`config.mk`:
```
export PLATFORM = sky130hd
export DESIGN_NAME = icg_power_ctrl
export DESIGN_NICKNAME = d
export VERILOG_FILES = /design/src/core/icg_pkg.sv /design/src/core/icg_pmd_bits.sv /design/src/core/icg_power_ctrl.sv
export SDC_FILE = /design/constraint.sdc
export NUM_CORES = 1
export LEC_CHECK = 0
export ABC_CLOCK_PERIOD_IN_PS = 2850
export BUFFER_PORTS_ARGS = -buffer_cell sky130_fd_sc_hd__buf_2
export CAP_MARGIN = 20
export CORE_MARGIN = 10
export CORE_UTILIZATION = 40
export DETAILED_ROUTE_END_ITERATION = 12
export GPL_ROUTABILITY_DRIVEN = 0
export MAX_ROUTING_LAYER = met4
export PLACE_DENSITY = 0.77
export SYNTH_ARGS = -nofsm -noshare
export SYNTH_HDL_FRONTEND = slang
export SYNTH_SLANG_ARGS = --single-unit
export TNS_END_PERCENT = 20
```
`constraint.sdc`:
```
create_clock -name core_clk -period 2.85 [get_ports core_clk]
set_input_delay 0.1425 -clock core_clk [delete_from_list [all_inputs] [get_ports core_clk]]
set_output_delay 0.1425 -clock core_clk [all_outputs]
set_load 0.005 [all_outputs]
```
`src/core/icg_pkg.sv`:
```
package icg_pkg;

  // ==========================================================
  // Sizes
  localparam int NUM_IRQ = 8;
  localparam int PRIO_W = 3;
  localparam int NUM_PERIPH = 8;

  // ==========================================================
  // Peripheral map of this variant
  localparam int SECOND_UART_IDX = 3;
  // Peripherals built on this variant; the second UART is absent
  localparam logic [NUM_PERIPH-1:0] PERIPH_PRESENT = 8'hF7;
  // Absent peripherals whose disable bit still holds a written value
  localparam logic [NUM_PERIPH-1:0] DIS_WRITABLE_ABSENT = 8'h08;
  // Enabled state after reset for every disable bit
  localparam logic DIS_RESET_VAL = 1'h0;
  // Read value of an absent, non-writable disable bit
  localparam logic DIS_ABSENT_VAL = 1'h1;

  // ==========================================================
  // Reset values
  localparam logic [2:0] STATUS_RESET = 3'h0;

  // ==========================================================
  // Types
  typedef enum logic [1:0] {
    ST_RUN,
    ST_IDLE,
    ST_SLEEP,
    ST_OSC_WAIT
  } icg_state_t;

  // Reset causes, one-cycle pulses from the reset logic
  typedef struct packed {
    logic por;
    logic brown_out_reset;
    logic master_clear_reset_pin;
  } icg_rst_src_t;

  // Fields of reset_cause_status_reg kept by this block
  typedef struct packed {
    logic idle;
    logic sleep;
    logic watchdog_timeout_flag;
  } icg_status_t;

endpackage

```
`src/core/icg_pmd_bits.sv`:
```
`timescale 1ns/1ps

module icg_module_disable
  import icg_pkg::*;
(
  input wire logic core_clk,
  input wire logic nrst,
  input wire logic mod_dis_wr,
  input wire logic [NUM_PERIPH-1:0] mod_dis_wdata,
  output logic [NUM_PERIPH-1:0] peripheral_module_disable
);

  // ==========================================================
  // One disable bit per peripheral
  genvar gi;
  generate
    for (gi = 0; gi < NUM_PERIPH; gi++) begin : g_bit
      if (PERIPH_PRESENT[gi] || DIS_WRITABLE_ABSENT[gi]) begin : g_store
        logic bit_reg;
        logic bit_next;
        // Written value is kept; absent second UART still reads back a set bit
        always_comb begin
          bit_next = bit_reg;
          if (mod_dis_wr) begin
            bit_next = mod_dis_wdata[gi]; // RULE_13
          end
        end
        // Reset to enabled so present modules run out of reset
        always_ff @(posedge core_clk) begin
          if (!nrst) begin
            bit_reg <= DIS_RESET_VAL; // RULE_11
          end else begin
            bit_reg <= bit_next;
          end
        end
        assign peripheral_module_disable[gi] = bit_reg;
      end else begin : g_fixed
        // Nothing to gate, so the bit is a constant
        assign peripheral_module_disable[gi] = DIS_ABSENT_VAL;
      end
    end
  endgenerate
endmodule

```
`src/core/icg_power_ctrl.sv`:
```
`timescale 1ns/1ps

// Behaviour
// RULE_01: Idle stops CPU clock, peripherals, oscillator run
// RULE_02: Per-module idle-stop bit gates peripheral in Idle
// RULE_03: Low-power RC stays on when failure detect enabled
// RULE_04: Enabled prioritised interrupt, reset, watchdog wake Idle
// RULE_05: Wake restores CPU clock, resumes next instruction
// RULE_06: Interrupt wake services interrupt, sets Idle flag
// RULE_07: Non-power-on reset sets Idle flag, power-on clears
// RULE_08: Watchdog wake sets Idle and watchdog flags
// RULE_09: Idle wake has no start-up delay
// RULE_10: Disable bit stops module clocks and register access
// RULE_11: Module runs only if enabled and present
// RULE_12: Disable bit change acts one instruction cycle later
// RULE_13: Absent second UART disable bit reads back set
// RULE_14: Resets wake Sleep; non-power-on sets Sleep flag
// RULE_15: Power-save instruction with Idle operand enters Idle
module icg_power_ctrl
  import icg_pkg::*;
(
  input wire logic core_clk,
  input wire logic nrst,
  input wire logic power_save_instruction,
  input wire logic power_save_idle_op,
  input wire logic [NUM_IRQ-1:0] irq_req,
  input wire logic [NUM_IRQ-1:0] interrupt_enable_bit,
  input wire logic [NUM_IRQ-1:0][PRIO_W-1:0] irq_prio,
  input wire logic [PRIO_W-1:0] cpu_prio,
  input wire icg_rst_src_t rst_src,
  input wire logic wdt_enable,
  input wire logic wdt_timeout,
  input wire logic fscm_enable,
  input wire logic osc_ready,
  input wire icg_status_t status_clr,
  input wire logic [NUM_PERIPH-1:0] periph_idle_stop,
  input wire logic mod_dis_wr,
  input wire logic [NUM_PERIPH-1:0] mod_dis_wdata,
  output logic cpu_clk_en,
  output logic osc_src_en,
  output logic low_power_rc_oscillator_en,
  output logic [NUM_PERIPH-1:0] periph_clk_en,
  output logic [NUM_PERIPH-1:0] periph_reg_en,
  output logic [NUM_PERIPH-1:0] mod_dis_rdata,
  output icg_status_t reset_cause_status_reg,
  output logic resume_next_instr,
  output logic irq_service,
  output logic in_idle
);

  // ==========================================================
  // Disable bits
  logic [NUM_PERIPH-1:0] peripheral_module_disable;

  icg_module_disable i_icg_module_disable (
    .core_clk(core_clk),
    .nrst(nrst),
    .mod_dis_wr(mod_dis_wr),
    .mod_dis_wdata(mod_dis_wdata),
    .peripheral_module_disable(peripheral_module_disable)
  );

  // ==========================================================
  // Wake sources
  logic [NUM_IRQ-1:0] irq_hit;
  logic wake_irq;
  logic wake_wdt;
  logic rst_any;

  // One comparator per interrupt line against the running priority
  genvar gi;
  generate
    for (gi = 0; gi < NUM_IRQ; gi++) begin : g_irq
      assign irq_hit[gi] = irq_req[gi] && interrupt_enable_bit[gi]
                           && (irq_prio[gi] > cpu_prio); // RULE_04
    end
  endgenerate

  assign wake_irq = |irq_hit; // RULE_04
  assign wake_wdt = wdt_enable && wdt_timeout;
  assign rst_any = rst_src.por || rst_src.brown_out_reset || rst_src.master_clear_reset_pin;

  // ==========================================================
  // Power state and status flags
  icg_state_t state_reg;
  icg_state_t state_next;
  logic cpu_clk_en_next;
  logic resume_next;
  logic service_next;
  icg_status_t status_next;

  // Software clears first so that a hardware set in the same cycle wins
  always_comb begin
    state_next = state_reg;
    cpu_clk_en_next = cpu_clk_en;
    resume_next = 1'h0;
    service_next = 1'h0;
    status_next = reset_cause_status_reg & ~status_clr;
    case (state_reg)
      ST_RUN: begin
        if (power_save_instruction) begin
          cpu_clk_en_next = 1'h0; // RULE_15
          state_next = power_save_idle_op ? ST_IDLE : ST_SLEEP; // RULE_15
        end
      end
      ST_IDLE: begin
        // Oscillator never stopped, so the clock returns at once
        if (rst_any || wake_wdt || wake_irq) begin
          state_next = ST_RUN; // RULE_04
          cpu_clk_en_next = 1'h1; // RULE_09
          status_next.idle = 1'h1; // RULE_06 RULE_07 RULE_08
          resume_next = !rst_any; // RULE_05
          service_next = !rst_any && wake_irq; // RULE_06
        end
      end
      ST_SLEEP: begin
        if (rst_any) begin
          state_next = ST_RUN; // RULE_14
          cpu_clk_en_next = 1'h1;
          status_next.sleep = 1'h1; // RULE_14
        end else if (wake_wdt || wake_irq) begin
          state_next = ST_OSC_WAIT;
          status_next.sleep = 1'h1;
        end
      end
      ST_OSC_WAIT: begin
        // Interrupt or watchdog wake from Sleep holds the CPU until the oscillator is stable
        if (rst_any) begin
          state_next = ST_RUN;
          cpu_clk_en_next = 1'h1;
        end else if (osc_ready) begin
          state_next = ST_RUN;
          cpu_clk_en_next = 1'h1;
          resume_next = 1'h1;
          service_next = wake_irq;
        end
      end
      default: begin
        state_next = ST_RUN;
        cpu_clk_en_next = 1'h1;
      end
    endcase
    if (wake_wdt) begin
      status_next.watchdog_timeout_flag = 1'h1; // RULE_08
    end
    // Power-on reset overrides every other source for the state and the Idle and Sleep flags
    if (rst_src.por) begin
      state_next = ST_RUN;
      cpu_clk_en_next = 1'h1;
      status_next.idle = 1'h0; // RULE_07
      status_next.sleep = 1'h0; // RULE_14
    end
  end

  always_ff @(posedge core_clk) begin
    if (!nrst) begin
      state_reg <= ST_RUN;
      cpu_clk_en <= 1'h1;
      resume_next_instr <= 1'h0;
      irq_service <= 1'h0;
      reset_cause_status_reg <= STATUS_RESET;
    end else begin
      state_reg <= state_next;
      cpu_clk_en <= cpu_clk_en_next;
      resume_next_instr <= resume_next;
      irq_service <= service_next;
      reset_cause_status_reg <= status_next;
    end
  end

  // ==========================================================
  // Clock gates
  logic osc_src_en_next;
  logic low_power_rc_oscillator_en_next;
  logic in_idle_next;
  logic [NUM_PERIPH-1:0] periph_clk_en_next;
  logic [NUM_PERIPH-1:0] periph_reg_en_next;

  // Gates follow the next state so they switch on the same edge as the CPU.
  // Disable bits come from flops, so a write acts one cycle later.
  always_comb begin
    osc_src_en_next = (state_next != ST_SLEEP); // RULE_01
    low_power_rc_oscillator_en_next = fscm_enable; // RULE_03
    in_idle_next = (state_next == ST_IDLE);
    for (int i = 0; i < NUM_PERIPH; i++) begin
      periph_reg_en_next[i] = !peripheral_module_disable[i] && PERIPH_PRESENT[i]; // RULE_10 RULE_11
      periph_clk_en_next[i] = periph_reg_en_next[i] // RULE_12
                              && !(in_idle_next && periph_idle_stop[i]) // RULE_02
                              && (state_next == ST_RUN || in_idle_next); // RULE_01
    end
  end

  always_ff @(posedge core_clk) begin
    if (!nrst) begin
      osc_src_en <= 1'h1;
      low_power_rc_oscillator_en <= 1'h0;
      in_idle <= 1'h0;
      periph_clk_en <= '0;
      periph_reg_en <= '0;
      mod_dis_rdata <= '0;
    end else begin
      osc_src_en <= osc_src_en_next;
      low_power_rc_oscillator_en <= low_power_rc_oscillator_en_next;
      in_idle <= in_idle_next;
      periph_clk_en <= periph_clk_en_next;
      periph_reg_en <= periph_reg_en_next;
      mod_dis_rdata <= peripheral_module_disable;
    end
  end
endmodule

```
==> flow_summary.yaml <==
sta:
  grt_setup_unrepaired: "false"
  tightest_slew_ns: 0.507
  final_max_slew_viol_count: 0
  setup_viol: 0
  period_share: 0.824
  fin_setup_tns_ns: 0
  clock_skew_ns: 0.00474
  fmax_ghz: 0.426
  fin_crit_ns: 2.35
  slew_headroom: 0.660
  hold_viol: 0
pwr:
  switching_share: 0.243
  clockPowerShare: 0.356
  peakVddDrop_mv: 0.212
  power_frac_seq: 0.462
  switchingPower_uw: 328
  p_comb_frac: 0.182
  powerDensity_nw_per_um2: 477
  intPower_mw: 1.02
  power_mw: 1.35
  leakage_nw: 1.42
yosys:
  seq_area_frac_synth: 0.386
  synth.distinct_cells: 36
  yosysWarnings: 0
  ys.flop_type: "dfxtp_1"
  synth_edf_count: 0
  ys_async_sr_fraction: 0
  syn_area_per_cell_sq_um: 9.00
  ys_ff_latch: 41
  synthesis.area_sq_um: 2120
  synth_cells: 236
clock_network:
  path_clk_slew_ns: 0.08
  cts_hold_buf: 0
  cts.path.max_buffers: 2
  cts_buffers: 5
  h-tree-depth: 2
  post_cts_resize_count: 0
  postCtsSetupBuffers: 0
  cts.sinks: 41
  clockRootBuffer: "clkbuf_8"
  clock_latency_ns: 0.29
  cts_tree: "yes"
drt:
  wl_per_cell_um: 13.3
  first_iter_violations: 76
  final_antenna_net_count: 0
  via_per_inst: 4.72
  drt_pass1_iterations: 4
  drc: 0
  route.vias.total: 1951
  routed_wl_um: 5480
cells_and_area:
  final_cells: 413
  area_growth_pct: 33.1
  final_common_cell: "buf_2"
  drive_gt1_frac: 0.342
  mostFrequentLayoutCells: "buf_2 (103), dfxtp_1 (41), inv_1 (25), o21ai_0 (24), ha_1 (24)"
  fin_nets: 439
  fin_util: 0.550
setup_path:
  critPathArrivalTime_ns: 2.52
  endpoint_kind: "register"
  startpoint_type: "input pin"
  critPathKind: "in2reg"
  path_buf_inv: 2
  cp_slowest_stage_delay_ns: 0.59
  slowest_stage: "or4_4"
  rrSetupSlack_ns: 1.22
  cp_max_fo: 8
  cp_top_family: "simple AND/OR/NAND/NOR gates"
  cp_data_required_time_ns: 3.02
  path_cells: "buf_2 > inv_1 > ha_1 > nor2b_4 > o311ai_2 > o32ai_1 > or4_4 > o21a_1 > or4b_1"
grt:
  grt_first_pass_wirelength_um: 8720
  groute.usage.overall: 0.126
  grt_max_degree: 30
  grt_overflow: 0
  antenna_found_initial: 1
  grt_pass1_vias: 1986
die:
  initial_core_util: 0.413
  rows: 26
  design.core.area_sq_um: 5140
  die_x_um: 92.9
  die-area_sq_um: 8630
  ios: 107
  die_h_um: 92.9
place:
  place_inst: 404
  dp_hpwl_um: 4600
  port_buffers: 103
worst_hold_path:
  hold_class: "in2reg"
status:
  status: "complete, no violations"
job:
  max_cap_violations: 0
## power groups by stage
| stage | combinational, mW | sequential [mW] | clock [mW] |
|---|---|---|---|
| 4_1_cts | 0.250 | 0.623 | 0.489 |
| 2_1_floorplan | 0.137 | 0.639 | 0 |
| 6_report | 0.246 | 0.623 | 0.480 |
| 5_1_grt | 0.284 | 0.627 | 0.508 |
| 3_3_place_gp | 0.241 | 0.637 | 0 |
| 3_5_place_dp | 0.249 | 0.637 | 0 |
## through the flow
stage | setup slack, ns | hold slack [ns] | area [sq um]
floorplan | 0.504 | 0.259 | 2130
global placement | 0.191 | 0.349 | 2710
detailed placement | 0.193 | 0.353 | 2710
CTS | 0.499 | 0.0471 | 2830
global route | 0.401 | 0.0415 | 2830
finish | 0.502 | 0.0525 | 2830
## layer usage
metal	up-vias	track usage	wire (um)	part of all wire
li1	1027	-	-	-
met1	850	0.133	2400	0.44
met2	66	0.210	2590	0.47
met4	0	0.0476	86	0.016
met3	8	0.0452	404	0.074
met5	-	-	0	0
## final timing paths
check | from | end | cells past startpoint
worst max register to register | state_reg[1] | osc_src_en | 5
worst min-delay path | status_clr[2] | reset_cause_status_reg[2] | 2
worst max-delay path | cpu_prio[1] | osc_src_en | 9
worst min register to register | i_icg_module_disable.g_bit[3].g_store.bit_reg | mod_dis_rdata[3] | 1
## Yosys cell counts (all sizes together) (5+ instances only)
master	instances	area share
and2	10	0.029
clkbuf	5	0.0088
dfxtp	41	0.39
ha	24	0.14
inv	25	0.044
mux2i	8	0.038
nand2	7	0.012
nand2b	11	0.032
nand3	10	0.024
nor2	14	0.025
nor2b	21	0.065
o21ai	25	0.059
o32ai	5	0.021
## cell families (layout without fill, tap and decap cells)
group,Yosys count,after routing,synth area share
mux,8,8,0.0377
compound gates,49,49,0.158
simple gates,81,81,0.214
other cells,1,3,0.00177
fa+ha+maj,24,24,0.141
buf+inv,32,137,0.0601
flops,41,41,0.386
## final cells by class
type                       count  area (sq um)
antenna                        1          2.50
clock buffer                   6          82.6
clock inverter                 2          37.5
fill                         500          2310
inverter                      25          93.8
multi-input combinational    164          1180
sequential                    41           821
tap                           70          87.6
timing repair buffer         104           523
No activity file was read; power rests on OpenSTA's default activity.
